## src/include/mode_page_regs.svh

```systemverilog
`ifndef MODE_PAGE_REGS_SVH
`define MODE_PAGE_REGS_SVH

// ****************************************************************
// register byte offsets
// ****************************************************************
`define OFS_CTRL_PAGE   8'h00
`define OFS_DCFG_DELAY  8'h04
`define OFS_DCFG_FLAGS  8'h08
`define OFS_COMP_CTRL   8'h0C
`define OFS_COMP_ALGO   8'h10
`define OFS_DISC_PAGE   8'h14
`define OFS_DISC_EFF    8'h18
`define OFS_PART_PAGE   8'h1C
`define OFS_ERR_PAGE    8'h20
`define OFS_STATUS      8'h24

// ****************************************************************
// page codes and lengths
// ****************************************************************
`define CODE_CTRL       8'h0A
`define LEN_CTRL        8'h06
`define CODE_DCFG       8'h10
`define LEN_DCFG        8'h0E
`define CODE_COMP       8'h0F
`define LEN_COMP        8'h0E
`define ALGO_LZ         8'h10
`define MEDIUM_AUTO_FMT 8'h01

// ****************************************************************
// field positions
// ****************************************************************
`define BIT_LOG_EXC     0
`define BIT_BIS         5
`define BIT_EEG         8
`define BIT_SEW         9
`define BIT_SEL_COMP    16
`define BIT_RUR         17
`define BIT_DCE         15
`define BIT_DCC         14
`define BIT_DDE         7
`define BIT_EER         3
`define BIT_PER         2
`define BIT_ST_REJECT   0

// ****************************************************************
// reset values, limits, sense keys
// ****************************************************************
`define WDELAY_DEFAULT  16'h00C8
`define WDELAY_MIN      16'h000F
`define WDELAY_MAX      16'h1964
`define BURST_DEFAULT   16'h0080
`define BURST_ALIGN     17'h00008
`define SENSE_UNIT_ATTN 4'h6
`define SENSE_RECOVERED 4'h1
`define RESP_OKAY       2'h0
`define RESP_DECERR     2'h3

// ****************************************************************
// timing
// ****************************************************************
`define WDELAY_UNIT_MS  100
`define CLK_KHZ         100000
`define TICK_CYCLES     (`WDELAY_UNIT_MS * `CLK_KHZ)

`endif

```

## src/include/mode_page_pkg.sv

```systemverilog
package mode_page_pkg;

	// eod sequencing before a direction change
	typedef enum logic [2:0]
	{
		EOD_IDLE = 3'b001,
		EOD_MARK = 3'b010,
		EOD_TURN = 3'b100
	} eod_state_t;

	// whole state of the responder
	typedef struct packed
	{
		logic        bvalid;
		logic [1:0]  bresp;
		logic        rvalid;
		logic [1:0]  rresp;
		logic [31:0] rdata;
		logic        log_exception_report;
		logic [15:0] write_delay;
		logic        sel_comp;
		logic        report_uncompressed_read;
		logic [15:0] burst;
		logic [1:0]  disconnect_control;
		logic        post_error;
		logic        ua_pend;
		logic        rec_pend;
		logic        reject;
		logic        check_condition;
		logic [3:0]  sense_key;
		logic        wrote;
		eod_state_t  eod;
		logic        write_eod;
		logic        dir_go;
		logic        flush_req;
	} core_state_t;

	// state of the flush timer
	typedef struct packed
	{
		logic [31:0] ticks;
		logic [15:0] units;
		logic        expired;
	} flush_state_t;

endpackage

```

## src/core/write_flush_timer.sv

```systemverilog
`timescale 1ns/1ps
`include "mode_page_regs.svh"

module write_flush_timer
	import mode_page_pkg::*;
#(
	parameter int TICK_CYCLES = `TICK_CYCLES
)
(
	input  wire logic        aclk,
	input  wire logic        aresetn,
	input  wire logic        restart,
	input  wire logic [15:0] delay_units,
	output logic             expired
);

	flush_state_t st_ff;
	flush_state_t nxt_st;

	// ****************************************************************
	// tick and unit counting
	// ****************************************************************
	// counts whole 100 ms units; a restart clears any partial unit too, so
	// the flush comes one cycle after a whole delay from the restart, never early
	always_comb
	begin
		nxt_st         = st_ff;
		nxt_st.expired = 1'b0;
		if (restart)
		begin
			nxt_st.ticks = 32'h0000_0000;
			nxt_st.units = 16'h0000;
		end
		else if (st_ff.ticks == 32'(TICK_CYCLES - 1))
		begin
			nxt_st.ticks = 32'h0000_0000;
			if (st_ff.units + 16'h0001 >= delay_units)
			begin
				nxt_st.units   = 16'h0000;
				nxt_st.expired = 1'b1;
			end
			else
			begin
				nxt_st.units = st_ff.units + 16'h0001;
			end
		end
		else
		begin
			nxt_st.ticks = st_ff.ticks + 32'h0000_0001;
		end
	end

	always_ff @(posedge aclk)
	begin
		if (!aresetn)
			st_ff <= '0;
		else
			st_ff <= nxt_st;
	end

	assign expired = st_ff.expired;

endmodule // write_flush_timer

```

## src/core/tape_mode_page_responder.sv

```systemverilog
// The implementer's own choices: the AXI4-Lite interface to the registers and the register addresses.
`timescale 1ns/1ps
`include "mode_page_regs.svh"

//Function
// - log_exception_report set: threshold hit ends command with unit attention 6h.
// - control page queue, allegiance, event and holdoff fields read zero.
// - config page savable, change partition/format, active format zero; partition 0.
// - buffer ratio fields read zero; restart thresholds adapt to host rate.
// - flush partial write buffer within write delay in 100 ms units.
// - write delay resets to C8h, accepts only Fh through 1964h.
// - byte 8: block_ids_supported 1, other listed flags 0.
// - gap size and end-of-data-defined fields read zero.
// - end_of_data_generation reads 1; eod mark before reversal after writes.
// - sync_at_early_warning reads 1; buffer-size-at-early-warning reads zero.
// - select compression one enables compression, zero disables it.
// - compression page code 0Fh, length 0Eh, savable_flag zero.
// - compression_capable 1; compression follows compression_enable byte 2 bit 7.
// - decompression_enable reads 1; tape data decompressed automatically.
// - no boundary exceptions; report_decompression_exception reads 00h.
// - compression algorithm field reads 10h.
// - decompression algorithm 10h, zero when uncompressed-read report applies.
// - burst limit in 512-byte units, zero unlimited, rounded up to 8s.
// - partition page counts, partition flags and size unit read zero.
// - medium format recognition reads 01h.
// - early recovery always on; transfer block, no-transfer, no-correction zero.
// - post_error reports recovered errors with check condition; default off.
// - control page code 0Ah, length 06h.
module tape_mode_page_responder
	import mode_page_pkg::*;
#(
	parameter int TICK_CYCLES = `TICK_CYCLES
)
(
	input  wire logic        aclk,
	input  wire logic        aresetn,
	input  wire logic        bus_reset,
	input  wire logic [7:0]  awaddr,
	input  wire logic        awvalid,
	output logic             awready,
	input  wire logic [31:0] wdata,
	input  wire logic [3:0]  wstrb,
	input  wire logic        wvalid,
	output logic             wready,
	output logic [1:0]       bresp,
	output logic             bvalid,
	input  wire logic        bready,
	input  wire logic [7:0]  araddr,
	input  wire logic        arvalid,
	output logic             arready,
	output logic [31:0]      rdata,
	output logic [1:0]       rresp,
	output logic             rvalid,
	input  wire logic        rready,
	input  wire logic        err_threshold_hit,
	input  wire logic        recovered_error,
	input  wire logic        cmd_end,
	output logic             check_condition,
	output logic [3:0]       sense_key,
	input  wire logic        wbuf_pending,
	input  wire logic        wbuf_threshold_hit,
	output logic             flush_req,
	input  wire logic        write_op,
	input  wire logic        dir_change_req,
	output logic             write_eod,
	output logic             dir_go,
	output logic             eod_busy,
	output logic             compress_en,
	output logic             decompress_en,
	input  wire logic        last_block_uncompressed,
	output logic [16:0]      burst_limit,
	output logic [1:0]       disconnect_control
);

	core_state_t st_ff;
	core_state_t nxt_st;
	logic        timer_expired;
	logic        wr_fire;
	logic        rd_fire;

	// ****************************************************************
	// helpers
	// ****************************************************************
	// byte-lane merge of a write into an old word
	function automatic logic [31:0] merge(input logic [31:0] old_w,
		input logic [31:0] new_w, input logic [3:0] strb);
		logic [31:0] res;
		res = old_w;
		for (int i = 0; i < 4; i++)
		begin
			if (strb[i])
				res[i*8 +: 8] = new_w[i*8 +: 8];
		end
		return res;
	endfunction

	// round a burst size up to a multiple of eight units; zero stays zero
	function automatic logic [16:0] round_burst(input logic [15:0] b);
		logic [16:0] sum;
		sum = {1'b0, b} + (`BURST_ALIGN - 17'h00001);
		return sum & ~(`BURST_ALIGN - 17'h00001);
	endfunction

	// defaults of every changeable field
	function automatic core_state_t defaults(input core_state_t s);
		core_state_t d;
		d                          = s;
		d.log_exception_report     = 1'b0;
		d.write_delay              = `WDELAY_DEFAULT;
		d.sel_comp                 = 1'b1;
		d.report_uncompressed_read = 1'b0;
		d.burst                    = `BURST_DEFAULT;
		d.disconnect_control       = 2'h0;
		d.post_error               = 1'b0;
		return d;
	endfunction

	// ****************************************************************
	// read decode
	// ****************************************************************
	function automatic logic [31:0] read_word(input core_state_t s,
		input logic [7:0] addr, input logic uncompressed, input logic busy);
		logic [31:0] w;
		w = 32'h0000_0000;
		case (addr)
			`OFS_CTRL_PAGE:
			begin
				w[31:24]           = `CODE_CTRL;
				w[23:16]           = `LEN_CTRL;
				w[`BIT_LOG_EXC]    = s.log_exception_report;
			end
			`OFS_DCFG_DELAY:
			begin
				w[31:24] = `CODE_DCFG;
				w[23:16] = `LEN_DCFG;
				w[15:0]  = s.write_delay;
			end
			`OFS_DCFG_FLAGS:
			begin
				w[`BIT_BIS]      = 1'b1;
				w[`BIT_EEG]      = 1'b1;
				w[`BIT_SEW]      = 1'b1;
				w[`BIT_SEL_COMP] = s.sel_comp;
				w[`BIT_RUR]      = s.report_uncompressed_read;
			end
			`OFS_COMP_CTRL:
			begin
				w[31:24]    = `CODE_COMP;
				w[23:16]    = `LEN_COMP;
				w[`BIT_DCE] = s.sel_comp;
				w[`BIT_DCC] = 1'b1;
				w[`BIT_DDE] = 1'b1;
			end
			`OFS_COMP_ALGO:
			begin
				w[15:8] = `ALGO_LZ;
				w[7:0]  = (s.report_uncompressed_read && uncompressed)
					? 8'h00 : `ALGO_LZ;
			end
			`OFS_DISC_PAGE:
			begin
				w[15:0]  = s.burst;
				w[17:16] = s.disconnect_control;
			end
			`OFS_DISC_EFF:
				w[16:0] = round_burst(s.burst);
			`OFS_PART_PAGE:
				w[7:0] = `MEDIUM_AUTO_FMT;
			`OFS_ERR_PAGE:
			begin
				w[`BIT_EER] = 1'b1;
				w[`BIT_PER] = s.post_error;
			end
			`OFS_STATUS:
			begin
				w[`BIT_ST_REJECT] = s.reject;
				w[1]              = s.ua_pend;
				w[2]              = s.rec_pend;
				w[3]              = busy;
			end
			default:
				w = 32'h0000_0000;
		endcase
		return w;
	endfunction

	function automatic logic mapped(input logic [7:0] addr);
		return (addr[1:0] == 2'b00) && (addr <= `OFS_STATUS);
	endfunction

	// ****************************************************************
	// bus handshakes
	// ****************************************************************
	// address and data are taken together; one write response at a time
	assign awready = awvalid && wvalid && !st_ff.bvalid;
	assign wready  = awready;
	assign arready = !st_ff.rvalid;
	assign wr_fire = awvalid && wvalid && !st_ff.bvalid;
	assign rd_fire = arvalid && !st_ff.rvalid;

	// ****************************************************************
	// flush timer
	// ****************************************************************
	// restarts whenever the buffer is empty or has just been flushed
	write_flush_timer #(
		.TICK_CYCLES (TICK_CYCLES)
	) i_write_flush_timer (
		.aclk        (aclk),
		.aresetn     (aresetn),
		.restart     (!wbuf_pending || st_ff.flush_req),
		.delay_units (st_ff.write_delay),
		.expired     (timer_expired)
	);

	// ****************************************************************
	// next state
	// ****************************************************************
	always_comb
	begin
		logic [31:0] cur;
		logic [31:0] nw;
		logic        ua_now;
		logic        rec_now;
		cur    = 32'h0000_0000;
		nw     = 32'h0000_0000;
		ua_now = 1'b0;
		rec_now = 1'b0;
		nxt_st = st_ff;

		// response channels
		if (st_ff.bvalid && bready)
			nxt_st.bvalid = 1'b0;
		if (st_ff.rvalid && rready)
			nxt_st.rvalid = 1'b0;

		if (rd_fire)
		begin
			nxt_st.rvalid = 1'b1;
			nxt_st.rresp  = mapped(araddr) ? `RESP_OKAY : `RESP_DECERR;
			nxt_st.rdata  = read_word(st_ff, araddr, last_block_uncompressed,
				st_ff.eod != EOD_IDLE);
		end

		// register writes
		if (wr_fire)
		begin
			nxt_st.bvalid = 1'b1;
			nxt_st.bresp  = mapped(awaddr) ? `RESP_OKAY : `RESP_DECERR;
			cur = read_word(st_ff, awaddr, last_block_uncompressed,
				st_ff.eod != EOD_IDLE);
			nw  = merge(cur, wdata, wstrb);
			case (awaddr)
				`OFS_CTRL_PAGE:
					nxt_st.log_exception_report = nw[`BIT_LOG_EXC];
				`OFS_DCFG_DELAY:
				begin
					// out-of-range values are dropped, old value kept
					if (nw[15:0] >= `WDELAY_MIN && nw[15:0] <= `WDELAY_MAX)
						nxt_st.write_delay = nw[15:0];
					else
						nxt_st.reject = 1'b1;
				end
				`OFS_DCFG_FLAGS:
				begin
					nxt_st.sel_comp                 = nw[`BIT_SEL_COMP];
					nxt_st.report_uncompressed_read = nw[`BIT_RUR];
				end
				`OFS_COMP_CTRL:
					nxt_st.sel_comp = nw[`BIT_DCE];
				`OFS_DISC_PAGE:
				begin
					nxt_st.burst              = nw[15:0];
					nxt_st.disconnect_control = nw[17:16];
				end
				`OFS_ERR_PAGE:
					nxt_st.post_error = nw[`BIT_PER];
				`OFS_STATUS:
				begin
					// write one to clear the rejected-delay flag
					if (wstrb[0] && wdata[`BIT_ST_REJECT])
						nxt_st.reject = 1'b0;
				end
				default:
					nxt_st.reject = nxt_st.reject;
			endcase
		end

		// a rejection in this cycle wins over the clear
		if (wr_fire && awaddr == `OFS_DCFG_DELAY && !(nw[15:0] >= `WDELAY_MIN
			&& nw[15:0] <= `WDELAY_MAX))
			nxt_st.reject = 1'b1;

		// ************************************************************
		// check condition reporting
		// ************************************************************
		// an event in the ending cycle is folded in, never lost
		ua_now  = st_ff.ua_pend || (err_threshold_hit && st_ff.log_exception_report);
		rec_now = st_ff.rec_pend || (recovered_error && st_ff.post_error);
		nxt_st.ua_pend         = ua_now;
		nxt_st.rec_pend        = rec_now;
		nxt_st.check_condition = 1'b0;
		if (cmd_end)
		begin
			// unit attention outranks a recovered error
			if (ua_now)
			begin
				nxt_st.check_condition = 1'b1;
				nxt_st.sense_key       = `SENSE_UNIT_ATTN;
				nxt_st.ua_pend         = 1'b0;
			end
			else if (rec_now)
			begin
				nxt_st.check_condition = 1'b1;
				nxt_st.sense_key       = `SENSE_RECOVERED;
				nxt_st.rec_pend        = 1'b0;
			end
		end

		// write buffer flush: threshold early, timer at the latest
		nxt_st.flush_req = wbuf_pending && !st_ff.flush_req
			&& (wbuf_threshold_hit || timer_expired);

		// ************************************************************
		// end-of-data before a direction change
		// ************************************************************
		nxt_st.write_eod = 1'b0;
		nxt_st.dir_go    = 1'b0;
		if (write_op)
			nxt_st.wrote = 1'b1;
		case (st_ff.eod)
			EOD_IDLE:
			begin
				if (dir_change_req && (st_ff.wrote || write_op))
				begin
					nxt_st.eod       = EOD_MARK;
					nxt_st.write_eod = 1'b1;
					nxt_st.wrote     = 1'b0;
				end
				else if (dir_change_req)
				begin
					nxt_st.dir_go = 1'b1;
				end
			end
			EOD_MARK:
				nxt_st.eod = EOD_TURN;
			EOD_TURN:
			begin
				nxt_st.eod    = EOD_IDLE;
				nxt_st.dir_go = 1'b1;
			end
			default:
				nxt_st.eod = EOD_IDLE;
		endcase

		// bus reset restores defaults; pending events are dropped
		if (bus_reset)
		begin
			nxt_st          = defaults(nxt_st);
			nxt_st.ua_pend  = 1'b0;
			nxt_st.rec_pend = 1'b0;
			nxt_st.wrote    = 1'b0;
		end
	end

	// ****************************************************************
	// state register
	// ****************************************************************
	always_ff @(posedge aclk)
	begin
		if (!aresetn)
		begin
			st_ff     <= defaults('0);
			st_ff.eod <= EOD_IDLE;
		end
		else
		begin
			st_ff <= nxt_st;
		end
	end

	// ****************************************************************
	// outputs
	// ****************************************************************
	assign bvalid             = st_ff.bvalid;
	assign bresp              = st_ff.bresp;
	assign rvalid             = st_ff.rvalid;
	assign rresp              = st_ff.rresp;
	assign rdata              = st_ff.rdata;
	assign check_condition    = st_ff.check_condition;
	assign sense_key          = st_ff.sense_key;
	assign flush_req          = st_ff.flush_req;
	assign write_eod          = st_ff.write_eod;
	assign dir_go             = st_ff.dir_go;
	assign eod_busy           = st_ff.eod != EOD_IDLE;
	assign compress_en        = st_ff.sel_comp;
	assign decompress_en      = 1'b1;
	assign burst_limit        = round_burst(st_ff.burst);
	assign disconnect_control = st_ff.disconnect_control;

endmodule // tape_mode_page_responder

```

## config.mk

```make
export PLATFORM = sky130hd
export DESIGN_NAME = tape_mode_page_responder
export DESIGN_NICKNAME = d
export VERILOG_FILES = /design/src/include/mode_page_pkg.sv /design/src/core/write_flush_timer.sv /design/src/core/tape_mode_page_responder.sv
export VERILOG_INCLUDE_DIRS = /design/src /design/src/include
export SDC_FILE = /design/constraint.sdc
export NUM_CORES = 1
export LEC_CHECK = 0
export BUFFER_PORTS_ARGS = -buffer_cell sky130_fd_sc_hd__clkbuf_2
export CAP_MARGIN = 10
export CORE_ASPECT_RATIO = 0.75
export CORE_UTILIZATION = 60
export CTS_CLUSTER_SIZE = 14
export DETAILED_ROUTE_END_ITERATION = 6
export GPL_TIMING_DRIVEN = 0
export PLACE_DENSITY_LB_ADDON = 0.3
export SYNTH_ARGS = -nofsm -noshare
export SYNTH_HDL_FRONTEND = slang
export SYNTH_SLANG_ARGS = --single-unit
```

## constraint.sdc

```tcl
create_clock -name aclk -period 7.3 [get_ports aclk]
set_input_delay 1.46 -clock aclk [delete_from_list [all_inputs] [get_ports aclk]]
set_output_delay 1.46 -clock aclk [all_outputs]
set_load 0.005 [all_outputs]
```

==> out/summary.log <==
qor: run_status.status completed
qor: clocking.clk_root_buffer_cell sky130_fd_sc_hd__clkbuf_16
qor: route.routedWlPerCell 18.29 microns
qor: grt.gr-total-overflow 0
qor: placement.post-place-ws 2.312 ns
qor: sta.tightestPinTransition 0.9391 ns
qor: clocking.cts_hold_buffers 0
qor: sta.min_period_over_period 0.6515
qor: final_layout.area_growth_syn_to_layout 17.69%
qor: critical_path.crit_path_max_fanout 10
qor: clocking.tritoncts yes
qor: route.finalWirelength 23.25 mm
qor: yosys.synth-edff-count 0
qor: floorplanning.starting_density_of_the_core 0.6222
qor: placement.place.gp.congestion 0.9558
qor: floorplanning.row_cnt 35
qor: final_layout.insertedDiodeCount 0
qor: grt.grt_first_pass_wirelength 36.28 mm
qor: clocking.worstSkewPairLatency 0.43 ns
qor: critical_path.timing.critical_path.slowest_stage_cell sky130_fd_sc_hd__or4b_2
qor: critical_path.timing.critical_path.mode_cell sky130_fd_sc_hd__nor2_1
qor: placement.dp.final_hpwl 17.40 mm
qor: route.met1Wirelength 10.00 mm
qor: critical_path.path_buf_inv 3
qor: grt.grt_max_degree 17
qor: critical_path.critical-path-max-stage-delay 0.73 ns
qor: route.drt-pass1-iter-count 6
qor: floorplanning.dieHeight 100.2 microns
qor: sta.finClkSkew 0.01397 ns
qor: sta.period_needed 4.756 ns
qor: sta.grt_setup_unrepaired no
qor: critical_path.setup.worst_path.end_class flip-flop
qor: critical_path.crit_path_required_time 7.59 ns
qor: yosys.synth_area_per_cell 8.058 sq um
qor: power_and_ir_drop.leakage 3.670 nW
qor: placement.port_buffers 106
qor: clocking.tritoncts.num_buffers 17
qor: route.drtIter0Drc 885
qor: grt.antenna_found_initial 0
qor: clocking.cts.clk_slew.worst_paths 0.06 ns
qor: grt.global_route_usage_over_all_layers 0.3524
qor: floorplanning.fp.dieW 132.9 microns
qor: clocking.cts.sinks 127
qor: floorplanning.core_area 12390 sq um
qor: critical_path.crit_path_start_kind input pin
qor: yosys.commonest_register_cell_after_synthesis sky130_fd_sc_hd__dfxtp_1
qor: power_and_ir_drop.ir_worst_vdd 0.1578 mV
qor: clocking.cts_post_setup_buffers_inserted 0
qor: sta.max_slew_margin 0.3726
qor: route.dr.max_layer_used met4
qor: floorplanning.design.portCount 139
qor: yosys.netlist-cell-type-count 77
qor: critical_path.critPathKind input pin to flip-flop
qor: yosys.post_synth_instance_area 7711 sq um
qor: sta.post-route-worst-setup-slack 2.544 ns
qor: clocking.clk_path_buf_depth 2
qor: route.vias_per_cell 6.068
qor: yosys.yosysWarningCount 0
qor: critical_path.path_delay_family simple AND/OR/NAND/NOR gates
qor: final_layout.num-nets-final 1178
qor: clocking.htree_levels 4
qor: route.dr_total_vias 7712
qor: sta.drv_slew 0
qor: final_layout.final_layout_size_suffix_gt1_frac 0.1964
qor: sta.setup-tns-final 0 ns
qor: route.routed-wl-met3 2.708 mm
qor: route.dr_drc_count 0
qor: yosys.synth_sequential_area_ratio 0.3297
qor: hold_path.min-delay-path-class flip-flop to flip-flop
qor: yosys.syn_inst 957
qor: critical_path.crit_path_cell_trace clkbuf_2 -> clkbuf_1 -> or4b_2 -> nor2_1 -> a21oi_1 -> a31oi_1 -> nand4_1 -> and4bb_2 -> a211oi_4 -> buf_6 -> mux2i_1 -> nor2_1
qor: sta.setup_viol_count_final 0
qor: floorplanning.die_area 13310 sq um
qor: sta.max_freq 210.3 MHz
qor: clocking.ctsResizeCount 0
qor: sta.timing.final.hold_violations 0
qor: route.met2WireLength 9.912 mm
qor: run.max_cap_viol_count 0
qor: power_and_ir_drop.p_per_area 186.7 nW/um^2
qor: route.postRouteAntennaNets 0
qor: yosys.synth.ff_latch_count 127
qor: yosys.share_of_flip_flops_with_an_asynchronous_set_or_reset_after_synthesis 0
qor: grt.grt_pass1_vias 6915
qor: critical_path.crit_arrival 5.05 ns
-- synthesized netlist by cell type, types with 4 or more instances --
library cell | count | share of area
sky130_fd_sc_hd__a21o_1 | 7 | 0.0068
sky130_fd_sc_hd__nor4b_1 | 4 | 0.0045
sky130_fd_sc_hd__nand3_1 | 30 | 0.019
sky130_fd_sc_hd__buf_4 | 50 | 0.049
sky130_fd_sc_hd__o211a_1 | 7 | 0.0091
sky130_fd_sc_hd__xor2_1 | 24 | 0.027
sky130_fd_sc_hd__and4_1 | 7 | 0.0080
sky130_fd_sc_hd__or4b_1 | 4 | 0.0052
sky130_fd_sc_hd__mux2i_1 | 22 | 0.029
sky130_fd_sc_hd__and3_1 | 15 | 0.012
sky130_fd_sc_hd__nor3b_1 | 4 | 0.0039
sky130_fd_sc_hd__or3_1 | 9 | 0.0073
sky130_fd_sc_hd__nand4_1 | 11 | 0.0089
sky130_fd_sc_hd__a21boi_0 | 7 | 0.0068
sky130_fd_sc_hd__xnor2_1 | 28 | 0.032
sky130_fd_sc_hd__a31oi_1 | 16 | 0.013
sky130_fd_sc_hd__a222oi_1 | 4 | 0.0052
sky130_fd_sc_hd__a21oi_1 | 59 | 0.038
sky130_fd_sc_hd__nand2_1 | 101 | 0.049
sky130_fd_sc_hd__buf_2 | 6 | 0.0039
sky130_fd_sc_hd__nor3_1 | 25 | 0.016
sky130_fd_sc_hd__nor2b_1 | 11 | 0.0089
sky130_fd_sc_hd__a22oi_1 | 8 | 0.0078
sky130_fd_sc_hd__nand2b_1 | 15 | 0.012
sky130_fd_sc_hd__nor4_1 | 12 | 0.0097
sky130_fd_sc_hd__a211oi_1 | 7 | 0.0068
sky130_fd_sc_hd__mux2_2 | 6 | 0.0088
sky130_fd_sc_hd__and2_1 | 12 | 0.0097
sky130_fd_sc_hd__dfxtp_1 | 127 | 0.33
sky130_fd_sc_hd__nor2_1 | 97 | 0.047
sky130_fd_sc_hd__ha_1 | 18 | 0.029
sky130_fd_sc_hd__o21ai_0 | 42 | 0.027
sky130_fd_sc_hd__a22o_1 | 17 | 0.019
sky130_fd_sc_hd__inv_1 | 34 | 0.017
sky130_fd_sc_hd__o31ai_1 | 10 | 0.0097
sky130_fd_sc_hd__clkbuf_1 | 35 | 0.017
-- final timing paths --
check,start,endpoint,slack [ns],cells past startpoint
worst max-delay path,awaddr[2],st_ff[48],2.54,12
worst min-delay path,sense_key[0],sense_key[0],0.44,2
worst max register to register,st_ff[22],st_ff[48],3.37,11
worst min register to register,sense_key[0],sense_key[0],0.44,2
-- flip-flops by register name (all words and copies together) (netlist names) --
name	flops
compress_en	1
sense_key	2
flush_req	1
i_write_flush_timer.st_ff	48
bresp	1
st_ff	42
check_condition	1
disconnect_control	2
dir_go	1
rvalid	1
rdata	23
i_write_flush_timer.expired	1
rresp	1
write_eod	1
bvalid	1
-- logic make-up (layout without fill, tap and decap cells) --
logic type,Yosys count,after routing,share of synthesized area
other cells,2,12,0.0009739
flops,127,127,0.3297
simple gates,380,380,0.2534
mux,28,28,0.03732
fa+ha+maj,18,18,0.02921
xor+xnor,52,52,0.05906
buf+inv,131,269,0.09216
compound gates,219,219,0.1981
-- through the flow --
step | instance area (sq um) | utilization | hold WS, ns | total power [mW] | std cells
floorplan | 7749 | - | 0.4147 | 0.8038 | 967
global placement | 8487 | 0.6848 | 0.4322 | 0.8567 | 1239
detailed placement | 8487 | 0.6848 | 0.4360 | 0.8575 | 1239
CTS | 9075 | 0.7323 | 0.4456 | 1.696 | 1271
global route | 9075 | 0.7323 | 0.4750 | 1.750 | 1271
finish | 9075 | 0.7323 | 0.4437 | 1.694 | 1271
-- placed cells by master (no fill, tap or decap), drive strengths merged, types with 5 or more instances in the layout --
| cell | count |
|---|---|
| and2 | 12 |
| or4b | 6 |
| a21o | 7 |
| a211oi | 8 |
| nor4b | 5 |
| a21boi | 7 |
| o21ai | 42 |
| o31ai | 10 |
| and4 | 7 |
| dfxtp | 127 |
| mux2 | 6 |
| xnor2 | 28 |
| a21oi | 59 |
| nor4 | 13 |
| o211a | 7 |
| nand2 | 101 |
| mux2i | 22 |
| a22oi | 8 |
| buf | 60 |
| nand2b | 15 |
| ha | 18 |
| a22o | 17 |
| xor2 | 24 |
| nor2b | 11 |
| nor2 | 98 |
| or3 | 9 |
| and3 | 15 |
| nand4 | 11 |
| conb | 12 |
| clkbuf | 160 |
| a31oi | 16 |
| nand3 | 30 |
| inv | 39 |
| nor3 | 25 |
-- worst reg2reg max path: stages, from the launching register on --
cell	delay (ns)
sky130_fd_sc_hd__dfxtp_1	0.54
sky130_fd_sc_hd__o311ai_4	0.23
sky130_fd_sc_hd__or4_4	0.57
sky130_fd_sc_hd__buf_2	0.20
sky130_fd_sc_hd__nor4_1	0.41
sky130_fd_sc_hd__o41a_1	0.31
sky130_fd_sc_hd__and4b_1	0.22
sky130_fd_sc_hd__and4bb_2	0.25
sky130_fd_sc_hd__a211oi_4	0.53
sky130_fd_sc_hd__buf_6	0.25
sky130_fd_sc_hd__mux2i_1	0.22
sky130_fd_sc_hd__nor2_1	0.05
-- report_power, final --
group	leakage [nW]	internal, mW	total, mW	switching, mW
clock	0.276	0.508	0.847	0.338
combinational	2.37	0.0562	0.142	0.0859
sequential	1.03	0.700	0.705	0.00482
total	3.67	1.27	1.69	0.429
-- layer usage --
metal | vias to the layer above | global-route usage
li1 | 3666 | -
met5 | - | 0
met4 | 0 | 0.1211
met2 | 447 | 0.5518
met1 | 3534 | 0.4578
met3 | 65 | 0.1136
-- final cells by class --
cell class	count	area [sq um]
inverters	35	131.4
repair buffers	106	530.5
flip-flops and latches	127	2542
well taps	166	207.7
plain buffers	96	579.3
fillers	1008	3318
multi-input cells	709	4496
clock buffers	18	429.2
clock inverters	14	158.9
(Power assumes the default switching activity.)
